===== src/core/brk_mask_pkg.sv =====
// Constants shared by the break address mask channel and its comparator.
// Assumes a 32-bit APB register bus and a 32-bit CPU address/data bus.
package brk_mask_pkg;

    // Register byte offsets on the APB bus.
    localparam logic [7:0] OFS_BREAK_ADDR  = 8'h00; // Break address.
    localparam logic [7:0] OFS_ADDR_MASK   = 8'h04; // Address mask.
    localparam logic [7:0] OFS_BREAK_DATA  = 8'h08; // Break data value.
    localparam logic [7:0] OFS_DATA_MASK   = 8'h0C; // Data mask.
    localparam logic [7:0] OFS_CONTROL     = 8'h10; // Condition enables.
    localparam logic [7:0] OFS_STATUS      = 8'h14; // Sticky events.
    localparam logic [7:0] OFS_IRQ_MASK    = 8'h18; // Interrupt enables.

    // Reset values.
    localparam logic [31:0] RST_WORD       = 32'h00000000;
    localparam logic [5:0]  RST_CONTROL    = 6'h00;

    // Control field positions.
    localparam int CTL_ADDR_EN  = 0; // Address term takes part.
    localparam int CTL_DATA_EN  = 1; // Data term takes part.
    localparam int CTL_ON_READ  = 2; // Break on read accesses.
    localparam int CTL_ON_WRITE = 3; // Break on write accesses.
    localparam int CTL_SIZE_LO  = 4; // Size select, two bits.
    localparam int CTL_WIDTH    = 6;

    // Status and interrupt-mask field positions.
    localparam int STS_HIT      = 0; // A break condition was met.
    localparam int STS_WIDTH    = 1;

    // Size select encodings; any size matches when zero.
    localparam logic [1:0] SIZE_ANY  = 2'h0;

    // True when every unmasked bit of a equals the same bit of b.
    function automatic logic masked_equal(input logic [31:0] a,
                                          input logic [31:0] b,
                                          input logic [31:0] mask);
        masked_equal = &(~(a ^ b) | mask);
    endfunction

endpackage


===== src/core/brk_condition.sv =====
// Combinational break condition terms for one channel.
// Assumes all inputs are stable within the pclk domain.
module brk_condition #(
    parameter int WIDTH = 32 // Address and data width.
) (
    input  wire logic [WIDTH-1:0] cpu_addr,
    input  wire logic [WIDTH-1:0] cpu_data,
    input  wire logic             cpu_write,
    input  wire logic [1:0]       cpu_size,
    input  wire logic [WIDTH-1:0] break_address_bits,
    input  wire logic [WIDTH-1:0] address_mask_bits,
    input  wire logic [WIDTH-1:0] break_data,
    input  wire logic [WIDTH-1:0] data_mask,
    input  wire logic             on_read,
    input  wire logic             on_write,
    input  wire logic [1:0]       size_sel,
    output logic                  addr_match,
    output logic                  data_match,
    output logic                  type_match,
    output logic                  size_match
);

    // The shared compare function is written for 32-bit words only.
    if (WIDTH != 32) begin : g_width_check
        $error("brk_condition supports WIDTH of 32 only.");
    end

    // Masked positions are ignored; a zero mask bit must compare equal.
    assign addr_match = brk_mask_pkg::masked_equal(cpu_addr,
        break_address_bits, address_mask_bits);
    // The data term uses the same masking so a byte lane can be isolated.
    assign data_match = brk_mask_pkg::masked_equal(cpu_data, break_data,
        data_mask);
    // Access type qualifies the condition by read or write direction.
    assign type_match = cpu_write ? on_write : on_read;
    // A zero size select accepts any access size.
    assign size_match = (size_sel == brk_mask_pkg::SIZE_ANY) ||
                        (size_sel == cpu_size);

endmodule


===== src/core/break_address_mask_channel.sv =====
// One break channel: address mask, break address and data conditions,
// APB register access, a sticky hit flag and a level interrupt.
// Assumes presetn is the power-on reset and the CPU bus is on pclk.
// What this block does
// - Readable and writable 32-bit address mask register.
// - Mask one excludes bit, zero keeps it.
// - Power-on reset clears mask to zero.
// - Manual reset, standby, sleep keep mask.
// - Address, data, type, size form break conditions.
module break_address_mask_channel #(
    parameter int ADDR_W = 32 // CPU address and data width.
) (
    input  wire logic              pclk,
    input  wire logic              presetn,
    input  wire logic              ce,
    input  wire logic              psel,
    input  wire logic              penable,
    input  wire logic              pwrite,
    input  wire logic [7:0]        paddr,
    input  wire logic [31:0]       pwdata,
    output logic      [31:0]       prdata,
    output logic                   pready,
    output logic                   pslverr,
    input  wire logic              manual_rst,
    input  wire logic              sleep_mode,
    input  wire logic              standby_mode,
    input  wire logic              cpu_valid,
    input  wire logic [ADDR_W-1:0] cpu_addr,
    input  wire logic [ADDR_W-1:0] cpu_data,
    input  wire logic              cpu_write,
    input  wire logic [1:0]        cpu_size,
    output logic                   break_hit,
    output logic                   irq
);

    // The register map holds exactly one 32-bit word per register.
    if (ADDR_W != 32) begin : g_width_check
        $error("break_address_mask_channel supports ADDR_W of 32 only.");
    end

    logic [31:0] break_address_mask_ch2_q; // Address mask bits.
    logic [31:0] break_addr_q;             // Break address bits.
    logic [31:0] break_data_q;             // Break data value.
    logic [31:0] data_mask_q;              // Data mask bits.
    logic [brk_mask_pkg::CTL_WIDTH-1:0] control_q; // Condition enables.
    logic [brk_mask_pkg::STS_WIDTH-1:0] status_q;  // Sticky events.
    logic [brk_mask_pkg::STS_WIDTH-1:0] irq_mask_q; // Interrupt enables.
    logic [31:0] prdata_q;                 // Read data held for the bus.
    logic        pready_q;                 // Access phase answer.
    logic        pslverr_q;                // Unmapped address answer.
    logic        break_hit_q;              // One-cycle hit pulse.
    logic        irq_q;                    // Registered interrupt level.
    logic        addr_match;               // Masked address comparison.
    logic        data_match;               // Masked data comparison.
    logic        type_match;               // Direction qualifies.
    logic        size_match;               // Size qualifies.
    logic        hit_d;                    // Condition met this cycle.
    logic        wr_done;                  // Write completes this edge.
    logic        rd_setup;                 // First access cycle of a read.
    logic [31:0] rd_word;                  // Decoded read value.
    logic        addr_ok;                  // Address hits a register.

    // A write takes effect only at the edge where pready is sampled high.
    assign wr_done  = ce && psel && penable && pready_q && pwrite;
    assign rd_setup = ce && psel && penable && !pready_q && !pwrite;

    // Comparator for address, data, direction and size terms.
    brk_condition #(
        .WIDTH(ADDR_W)
    ) u_cond (
        .cpu_addr          (cpu_addr),
        .cpu_data          (cpu_data),
        .cpu_write         (cpu_write),
        .cpu_size          (cpu_size),
        .break_address_bits(break_addr_q),
        .address_mask_bits (break_address_mask_ch2_q),
        .break_data        (break_data_q),
        .data_mask         (data_mask_q),
        .on_read           (control_q[brk_mask_pkg::CTL_ON_READ]),
        .on_write          (control_q[brk_mask_pkg::CTL_ON_WRITE]),
        .size_sel          (control_q[brk_mask_pkg::CTL_SIZE_LO +: 2]),
        .addr_match        (addr_match),
        .data_match        (data_match),
        .type_match        (type_match),
        .size_match        (size_match)
    );

    // A channel with neither term enabled never breaks, which keeps a
    // freshly reset channel quiet until software arms it.
    always_comb begin
        hit_d = cpu_valid && type_match && size_match &&
            (control_q[brk_mask_pkg::CTL_ADDR_EN] ||
             control_q[brk_mask_pkg::CTL_DATA_EN]) &&
            (!control_q[brk_mask_pkg::CTL_ADDR_EN] || addr_match) &&
            (!control_q[brk_mask_pkg::CTL_DATA_EN] || data_match);
    end

    // Read decode; unmapped addresses read zero and flag an error.
    always_comb begin
        rd_word = brk_mask_pkg::RST_WORD;
        addr_ok = 1'b1;
        if (paddr == brk_mask_pkg::OFS_BREAK_ADDR) begin
            rd_word = break_addr_q;
        end else if (paddr == brk_mask_pkg::OFS_ADDR_MASK) begin
            rd_word = break_address_mask_ch2_q;
        end else if (paddr == brk_mask_pkg::OFS_BREAK_DATA) begin
            rd_word = break_data_q;
        end else if (paddr == brk_mask_pkg::OFS_DATA_MASK) begin
            rd_word = data_mask_q;
        end else if (paddr == brk_mask_pkg::OFS_CONTROL) begin
            rd_word = {26'h0000000, control_q};
        end else if (paddr == brk_mask_pkg::OFS_STATUS) begin
            rd_word = {31'h0000000, status_q};
        end else if (paddr == brk_mask_pkg::OFS_IRQ_MASK) begin
            rd_word = {31'h0000000, irq_mask_q};
        end else begin
            addr_ok = 1'b0;
        end
    end

    // APB answer: one wait cycle, then pready with data and error.
    always_ff @(posedge pclk or negedge presetn) begin
        if (!presetn) begin
            pready_q  <= 1'b0;
            pslverr_q <= 1'b0;
            prdata_q  <= brk_mask_pkg::RST_WORD;
        end else if (ce) begin
            // The answer drops after one cycle so the master can release.
            pready_q  <= psel && penable && !pready_q;
            pslverr_q <= psel && penable && !pready_q && !addr_ok;
            if (rd_setup) begin
                prdata_q <= rd_word;
            end
        end
    end

    // The mask sees only the power-on reset; manual reset, sleep and
    // standby are deliberately not wired in so the value survives them.
    always_ff @(posedge pclk or negedge presetn) begin
        if (!presetn) begin
            break_address_mask_ch2_q <= brk_mask_pkg::RST_WORD;
        end else if (wr_done && paddr == brk_mask_pkg::OFS_ADDR_MASK) begin
            break_address_mask_ch2_q <= pwdata;
        end
    end

    // The other condition registers follow the same retention policy.
    always_ff @(posedge pclk or negedge presetn) begin
        if (!presetn) begin
            break_addr_q <= brk_mask_pkg::RST_WORD;
            break_data_q <= brk_mask_pkg::RST_WORD;
            data_mask_q  <= brk_mask_pkg::RST_WORD;
            control_q    <= brk_mask_pkg::RST_CONTROL;
            irq_mask_q   <= '0;
        end else if (wr_done) begin
            if (paddr == brk_mask_pkg::OFS_BREAK_ADDR) begin
                break_addr_q <= pwdata;
            end else if (paddr == brk_mask_pkg::OFS_BREAK_DATA) begin
                break_data_q <= pwdata;
            end else if (paddr == brk_mask_pkg::OFS_DATA_MASK) begin
                data_mask_q <= pwdata;
            end else if (paddr == brk_mask_pkg::OFS_CONTROL) begin
                control_q <= pwdata[brk_mask_pkg::CTL_WIDTH-1:0];
            end else if (paddr == brk_mask_pkg::OFS_IRQ_MASK) begin
                irq_mask_q <= pwdata[brk_mask_pkg::STS_WIDTH-1:0];
            end
        end
    end

    // Sticky hit flag: a new hit wins over a write-one clear in the same
    // cycle, so no event is lost. A manual reset clears the flag only.
    always_ff @(posedge pclk or negedge presetn) begin
        if (!presetn) begin
            status_q <= '0;
        end else if (ce) begin
            if (hit_d) begin
                status_q[brk_mask_pkg::STS_HIT] <= 1'b1;
            end else if (manual_rst) begin
                status_q <= '0;
            end else if (wr_done && paddr == brk_mask_pkg::OFS_STATUS) begin
                status_q <= status_q & ~pwdata[brk_mask_pkg::STS_WIDTH-1:0];
            end
        end
    end

    // Hit pulse and interrupt level, both registered for clean outputs.
    always_ff @(posedge pclk or negedge presetn) begin
        if (!presetn) begin
            break_hit_q <= 1'b0;
            irq_q       <= 1'b0;
        end else if (ce) begin
            break_hit_q <= hit_d;
            irq_q       <= |(status_q & irq_mask_q);
        end
    end

    assign prdata    = prdata_q;
    assign pready    = pready_q;
    assign pslverr   = pslverr_q;
    assign break_hit = break_hit_q;
    assign irq       = irq_q;

    // A completed mask write shows up in the register one edge later.
    a_mask_write: assert property (
        @(posedge pclk) disable iff (!presetn)
        wr_done && paddr == brk_mask_pkg::OFS_ADDR_MASK
        |=> break_address_mask_ch2_q == $past(pwdata))
        else $error("Mask write did not land.");

    // A mask read returns the mask held when the access began.
    a_mask_read: assert property (
        @(posedge pclk) disable iff (!presetn)
        rd_setup && paddr == brk_mask_pkg::OFS_ADDR_MASK
        |=> pready_q && prdata_q == $past(break_address_mask_ch2_q))
        else $error("Mask read returned wrong data.");

    // Address-only breaks follow the masked comparison exactly.
    a_masked_compare: assert property (
        @(posedge pclk) disable iff (!presetn)
        ce && cpu_valid && type_match && size_match &&
        control_q == 6'h0D
        |=> break_hit_q == ((($past(cpu_addr) ^ $past(break_addr_q)) &
            ~$past(break_address_mask_ch2_q)) == 32'h00000000))
        else $error("Masked address compare mismatch.");

    // Leaving power-on reset the mask reads zero.
    a_poweron_clear: assert property (@(posedge pclk)
        $rose(presetn) |-> break_address_mask_ch2_q == 32'h00000000)
        else $error("Mask not cleared by power-on reset.");

    // Manual reset, sleep and standby leave the mask untouched.
    a_mask_retain: assert property (
        @(posedge pclk) disable iff (!presetn)
        (manual_rst || sleep_mode || standby_mode) &&
        !(wr_done && paddr == brk_mask_pkg::OFS_ADDR_MASK)
        |=> $stable(break_address_mask_ch2_q))
        else $error("Mask changed without a write.");

    // An enabled data term that mismatches blocks the break.
    a_data_qualify: assert property (
        @(posedge pclk) disable iff (!presetn)
        ce && control_q[brk_mask_pkg::CTL_DATA_EN] && !data_match
        |=> !break_hit_q)
        else $error("Break taken on data mismatch.");

    // A valid unmasked address mismatch never breaks on address.
    a_addr_qualify: assert property (
        @(posedge pclk) disable iff (!presetn)
        ce && control_q[brk_mask_pkg::CTL_ADDR_EN] && !addr_match
        |=> !break_hit_q ##1 1'b1)
        else $error("Break taken on address mismatch.");

    // The interrupt follows an unmasked sticky hit within one cycle.
    a_irq_follow: assert property (
        @(posedge pclk) disable iff (!presetn)
        ce && hit_d && irq_mask_q[brk_mask_pkg::STS_HIT] ##1 ce
        |=> irq_q)
        else $error("Interrupt did not follow hit.");

endmodule


===== config.mk =====
export PLATFORM = sky130hd
export DESIGN_NAME = break_address_mask_channel
export DESIGN_NICKNAME = d
export VERILOG_FILES = /design/src/core/brk_mask_pkg.sv /design/src/core/brk_condition.sv /design/src/core/break_address_mask_channel.sv
export SDC_FILE = /design/constraint.sdc
export NUM_CORES = 1
export LEC_CHECK = 0
export ABC_AREA = 1
export BUFFER_PORTS_ARGS = -buffer_cell sky130_fd_sc_hd__buf_4
export CAP_MARGIN = 20
export CORE_ASPECT_RATIO = 1.4
export CORE_UTILIZATION = 25
export DETAILED_ROUTE_END_ITERATION = 8
export PLACE_DENSITY_LB_ADDON = 0.15
export SLEW_MARGIN = 20
export SYNTH_ARGS = -nofsm -noshare
export SYNTH_HDL_FRONTEND = slang
export SYNTH_SLANG_ARGS = --single-unit
export TNS_END_PERCENT = 30

===== constraint.sdc =====
create_clock -name pclk -period 1.5 [get_ports pclk]
set_input_delay 0.3 -clock pclk [delete_from_list [all_inputs] [get_ports pclk]]
set_output_delay 0.3 -clock pclk [all_outputs]
set_load 0.03 [all_outputs]

== After elaboration in Yosys (flattened, before gate mapping) ==
Index checks and enable logic that the tools add are counted.
Word-level totals
  bits in registers: 172
  output and inout bits: 36
  bits of input ports: 117
Cells by class
  reductions and logical operators: 37
  mux-type cells: 18
  bitwise gates (word level): 13
  equality and inequality tests: 7
Operator list (number)
  32-bit two-way mux: 4
  32-bit NOT: 2
  32-bit bitwise OR: 2
  32-bit AND reduction: 2
  32-bit XOR: 2
  8-bit by 5-bit == test with 1-bit output (second input constant): 3
  8-bit by 4-bit == test with 1-bit output (second input constant): 2
  1-bit logical AND: 16
  1-bit two-way mux: 13
  8-bit by 3-bit == test with 1-bit output (second input constant): 1
  8-bit logical NOT: 1
  6-bit two-way mux: 1
  2-bit AND reduction: 3
  6-bit AND reduction: 1
  1-bit logical NOT: 5
  1-bit NOT: 5
  5-bit AND reduction: 1
  1-bit logical OR: 4
  4-bit AND reduction: 1
  3-bit AND reduction: 1
  3-bit nonzero test: 1
  1-bit bitwise AND: 2
  2-bit == test: 1
  2-bit logical NOT: 1

== Logic depth before layout (Yosys ltp) ==
  depth after elaboration: 10
  mapped depth: 14
  gate-level depth less buffers: 14

== Modules after synthesis ==
From an unflattened synthesis, not the netlist that was laid out.
Unflattened totals
  cells, all modules: 1286
  area, all modules: 9062.4 um^2
Modules (own cells, without submodules)
  break_address_mask_channel: cells an instance 871, area each 7423.4 um^2, instances 1
  brk_condition: cells an instance 415, area each 1639.1 um^2, instances 1

== Worst setup path after synthesis ==
No wires, ideal clock.
  path type: register -> register
  start: register pready_q (netlist: pready)
  end: register break_data_q[3]
  setup slack: -218 ps
  required time: 1379 ps
  cell stages (with the launch flop): 7
  path buffers: 1
  arrival time: 1597 ps
  path through: dfrtp_1 -> inv_1 -> nor4_4 -> nand2_4 -> buf_6 -> nand2_2 -> o21ai_2
Between the ends
  longest elaborated chain between the ends: 3
Ends and longest elaborated chain
  from (decl): line break_address_mask_channel.sv:49  | logic pready_q;
  from (signal assigned): line break_address_mask_channel.sv:129  | pready_q <= psel && penable && !pready_q;
  1-bit logical AND (2 in series): line break_address_mask_channel.sv:64  | assign wr_done = ce && psel && penable && pready_q && pwrite;
  3-bit AND reduction (no line)
  to (signal assigned): line break_address_mask_channel.sv:151  | break_data_q <= brk_mask_pkg::RST_WORD;
  to (signal assigned): line break_address_mask_channel.sv:159  | break_data_q <= pwdata;
  to (decl): line break_address_mask_channel.sv:43  | logic [31:0] break_data_q;
No other way between the ends.
A chain may end at the register's enable or synchronous reset.

== Worst setup path after layout ==
  start: register break_data_q[10]
  end: register status_q
Between the ends
  longest elaborated chain between the ends: 8
  elaborated cells on any way between the ends: 9
  classes of those cells: mux: 1; bitwise: 3; reduce/logical: 5
Ends and longest elaborated chain
  32-bit XOR *: line brk_mask_pkg.sv:37  | masked_equal = &(~(a ^ b) | mask);
  32-bit NOT *: line brk_mask_pkg.sv:37
  32-bit bitwise OR *: line brk_mask_pkg.sv:37
  32-bit AND reduction *: line brk_mask_pkg.sv:37
  1-bit logical OR *: line break_address_mask_channel.sv:95  | (!control_q[brk_mask_pkg::CTL_DATA_EN] || data_match);
  1-bit logical AND *: line break_address_mask_channel.sv:94  | (!control_q[brk_mask_pkg::CTL_ADDR_EN] || addr_match) &&
  3-bit nonzero test (no line)
  2-bit AND reduction (no line)
  to (signal assigned): line break_address_mask_channel.sv:181  | status_q <= status_q & ~pwdata[brk_mask_pkg::STS_WIDTH-1:0];
  to (decl): line break_address_mask_channel.sv:46  | logic [brk_mask_pkg::STS_WIDTH-1:0] status_q;
Every way passes the cells marked *; elsewhere a longest branch is shown, timed or not.

==> PnR_summary.wiki <==
{| class="wikitable"
! Metric !! Value
|-
| Met3 Track Usage GR || 2.46%
|-
| Net count of the mapped netlist || 1239
|-
| Part of the cycle the worst path needs || 117%
|-
| Run status || complete, but fails checks
|-
| Number of cells in the design after placement || 1906
|-
| Share of synthesized registers carrying an async set or reset || 100%
|-
| Maximum clock frequency || 571 MHz
|-
| Hold Path Origin || pwdata[22]
|-
| Diode insertion count for antenna repair || 0
|-
| Pin count of the biggest net entering global routing || 65
|-
| Routed vias/inst || 4.46
|-
| Worst endpoint data arrival time || 2.09 ns
|-
| Cell type group with the largest total delay on the critical path || simple AND/OR/NAND/NOR gates
|-
| Final Critical Period || 1.75 ns
|-
| Number of rows created at floorplan || 82
|-
| RSZ-0062 raised after global routing || yes
|-
| Synth Instances || 1122
|-
| Violations in the final reports || negative setup slack
|-
| Share of layout cells above drive strength 1 || 39.4%
|-
| Number of iterations in the first detailed-routing pass || 4
|-
| Die height || 229 um
|-
| Fin Clk Skew || 0.0129 ns
|-
| Most repeated library cell on the critical path || sky130_fd_sc_hd__nand2_1
|-
| Static leakage power || 6.81 nW
|-
| Combined area of all synthesized cells || 9200 um^2
|-
| Initial standard-cell utilization of the core || 25.6%
|-
| Power per standard cell area || 767 nW/um^2
|-
| Crit path max fanout || 3
|-
| Crit path max-delay cell type || sky130_fd_sc_hd__dfrtp_1
|-
| Via count of the routed design || 8747
|-
| Final slew viol count || 0
|-
| Antenna Violating Nets Remaining || 0
|-
| Maximum level of the CTS H-tree || 4
|-
| Hold WC Path Type || in -> reg
|-
| Post-synthesis register bit count || 172
|-
| CTS tree || yes
|-
| DIE WIDTH || 164 um
|-
| Worst slew margin relative to its limit || 74.6%
|-
| Setup slack of the critical path after layout || -0.250 ns
|-
| Total routed wirelength || 35.7 mm
|-
| Clock transition time at the flip-flop clock pins of the worst setup and hold paths || 0.08 ns
|-
| Vias in the first global route || 8573
|-
| Last weighted congestion value of the routability-driven placer || 0.793
|-
| Crit. End Element || register
|-
| Detailed-placement wirelength estimate || 26.0 mm
|-
| Worst reg2reg setup slack || -0.25 ns
|-
| Bufs and invs on worst path || 1
|-
| Delay of the slowest cell on the worst path || 0.40 ns
|-
| Worst-case vdd ir drop || 0.705 mV
|-
| FF/Latch Area || 4300 um^2
|-
| CTS buffer count || 17
|-
| CP required || 1.84 ns
|-
| Number of warnings reported in the yosys synthesis log || 0
|-
| Area occupied by multi-input gates || 4130 um^2
|-
| Fraction of the yosys area taken by sequential cells || 46.8%
|-
| Total gr overflow || 0
|-
| First DRT Iteration DRCs || 450
|-
| Hold Fails Final Rpt || 0
|-
| Number of flops mapped to enable cells by yosys || 0
|-
| Reg-to-reg critical path startpoint || break_data_q[10]
|-
| Post-Syn Area per Cell || 8.20 um^2
|-
| Clock sink count || 172
|-
| Met2 routing resource usage after global routing || 35.5%
|-
| Final setup fails || 3
|-
| Critical path launch point type || register
|-
| Filler instances || 3695
|-
| FF-to-FF End || status_q
|-
| Hold Crit Endpoint || break_data_q[22]
|-
| Final #Nets || 1604
|-
| Number of primary I/O pins || 153
|-
| Cell Chain, Critical Path || inv_1 -> nand2_1 -> nand3b_1 -> nand2_1 -> nor2_1 -> nand2_1 -> nor2_1 -> nand2_1 -> nand2_2 -> nand3_2 -> nand2_2 -> nand2_1 -> nand2_1 -> nand2_1
|-
| Number of buffers on the longest clock path || 2
|-
| Antenna violations before repair || 0
|-
| IO buf count || 150
|-
| Most congested layer reported by global routing || met2
|-
| Global-route wire length before repair || 52.5 mm
|-
| GRT Util Overall || 19.3%
|-
| Clock insertion delay at the later pin of the skew report || 0.46 ns
|-
| Post-route insts no fill || 1962
|-
| Drc violations || 0
|-
| Met1 layer usage reported by global route || 23.0%
|-
| Number of cells on the worst hold path || 3
|-
| CTS Root Cell || sky130_fd_sc_hd__clkbuf_16
|-
| Transition time of the tightest slew-check pin || 0.381 ns
|-
| Area of the core region || 36000 um^2
|-
| Maximum capacitance violations || 0
|-
| Critical path class || reg -> reg
|-
| Area growth from synthesis to layout || 48.8%
|-
| Most instantiated flip-flop cell in the synthesis netlist || sky130_fd_sc_hd__dfrtp_1
|-
| Average wire length per cell after detail routing || 18.2 um
|-
| Synth cell types || 38
|-
| Die ar. || 37600 um^2
|-
| Reg2reg path depth || 14
|-
| Total chip power || 10.5 mW
|}
## cell type report
| type | instances | share of cell area, % |
|---|---|---|
| tap | 462 | 4.22 |
| inverter | 165 | 4.62 |
| clock buffer | 19 | 3.31 |
| sequential | 172 | 31.4 |
| timing repair buffer | 386 | 25.0 |
| multi-input combinational | 745 | 30.2 |
| clock inverter | 13 | 1.30 |
## registers in the layout (all words and copies together), names as in the netlist
name,cells
break_data_q,32
break_address_mask_ch2_q,32
control_q,6
pready,1
data_mask_q,32
pslverr,1
break_addr_q,32
prdata,32
break_hit,1
status_q,1
irq_mask_q,1
irq,1
## cells by family (layout without fill, tap and decap cells)
logic type,count (synthesis),in the layout,share of synthesized area [%]
simple gates,492,494,24.8
compound gates,251,251,18.7
buf+inv,207,583,9.79
flops,172,172,46.8
## per-stage QoR
step / hold slack [ns] / cell area, um^2 / utilization, % / setup slack (ns) / TNS [ns]
floorplan: 0.00441 / 9220 / - / -0.110 / -7.86
global placement: 0.235 / 12500 / 34.8 / -0.416 / -49.11
detailed placement: 0.230 / 12500 / 34.8 / -0.397 / -48.47
CTS: 0.152 / 13600 / 37.6 / -0.203 / -2.48
global route: 0.173 / 13700 / 38.0 / -0.341 / -0.726
finish: 0.162 / 13700 / 38.0 / -0.250 / -0.512
## synthesized netlist by cell type (all sizes together), types with 12 or more instances
cell    instances  area, um^2
nand2         374        1590
o21ai         176        1120
dfrtp         172        4300
inv           163         612
nor2           59         279
buf            30         230
o221ai         28         245
nand3          26         140
a221oi         25         219
nand3b         23         173
a21oi          14        70.1
clkbuf         12        45.0
## timing repair
| item | CTS | global route |
|---|---|---|
| hold buffers | 1 | 0 |
| setup buffers | 6 | 7 |
| hold endpoints to repair | 25 | 0 |
| cloned | 7 | 5 |
| setup endpoints to repair | 65 | 138 |
| pin swaps | 10 | 17 |
| gates resized for setup | 37 | 18 |
## per-layer routing
layer	share of wire, %	vias up
met1	41	4150
li1	-	4397
met2	55	172
met3	3.0	28
met4	1.7	0
met5	0	-
## worst max-delay path by stage
stage	depth (start not counted)	start	slack, ns	endpoint
2_1_floorplan	10	paddr[1]	-0.11	break_data_q[16]
3_3_place_gp	8	paddr[1]	-0.42	prdata[16]
3_5_place_dp	15	cpu_addr[10]	-0.40	status_q
4_1_cts	13	break_data_q[22]	-0.20	status_q
5_1_grt	14	break_addr_q[13]	-0.34	status_q
6_report	14	break_data_q[10]	-0.25	status_q
## placed cells by master (no fill, tap or decap), types with 2 or more instances in the layout
cell | synthesis | final
sky130_fd_sc_hd__dfrtp_1 | 172 | 172
sky130_fd_sc_hd__buf_16 | 0 | 8
sky130_fd_sc_hd__o221ai_1 | 28 | 28
sky130_fd_sc_hd__o22ai_1 | 2 | 2
sky130_fd_sc_hd__nand3_1 | 24 | 23
sky130_fd_sc_hd__inv_4 | 0 | 3
sky130_fd_sc_hd__nor2_1 | 53 | 46
sky130_fd_sc_hd__a221oi_1 | 25 | 25
sky130_fd_sc_hd__clkbuf_16 | 0 | 19
sky130_fd_sc_hd__inv_1 | 155 | 154
sky130_fd_sc_hd__inv_6 | 0 | 5
sky130_fd_sc_hd__a21oi_1 | 14 | 14
sky130_fd_sc_hd__nand3_2 | 2 | 3
sky130_fd_sc_hd__nand2_4 | 6 | 7
sky130_fd_sc_hd__nor2_2 | 1 | 5
sky130_fd_sc_hd__o21ai_1 | 70 | 76
sky130_fd_sc_hd__bufinv_16 | 0 | 3
sky130_fd_sc_hd__inv_2 | 8 | 6
sky130_fd_sc_hd__o21ai_2 | 64 | 64
sky130_fd_sc_hd__or2_4 | 0 | 2
sky130_fd_sc_hd__clkinv_4 | 1 | 3
sky130_fd_sc_hd__clkinvlp_4 | 0 | 2
sky130_fd_sc_hd__clkbuf_8 | 0 | 2
sky130_fd_sc_hd__nor2_8 | 2 | 2
sky130_fd_sc_hd__nand2_8 | 0 | 3
sky130_fd_sc_hd__nor2_4 | 3 | 6
sky130_fd_sc_hd__nand3b_1 | 23 | 23
sky130_fd_sc_hd__nand2_2 | 58 | 66
sky130_fd_sc_hd__nand2_1 | 310 | 300
sky130_fd_sc_hd__nor3_4 | 1 | 2
sky130_fd_sc_hd__nor4_1 | 2 | 2
sky130_fd_sc_hd__o21ai_0 | 42 | 36
sky130_fd_sc_hd__buf_6 | 12 | 10
sky130_fd_sc_hd__buf_4 | 2 | 342
sky130_fd_sc_hd__buf_12 | 0 | 23
## power by group
group          total [mW]  switching, mW  internal, mW
registers            4.67         0.0169          4.66
clock network        4.86           2.10          2.75
logic               0.974          0.566         0.408
## worst min-delay path: cells and delay by family
kind | cells | cell delay [ns]
buf+inv | 2 | 0.15
compound gates | 1 | 0.14
No activity file was read; power rests on OpenSTA's default activity.
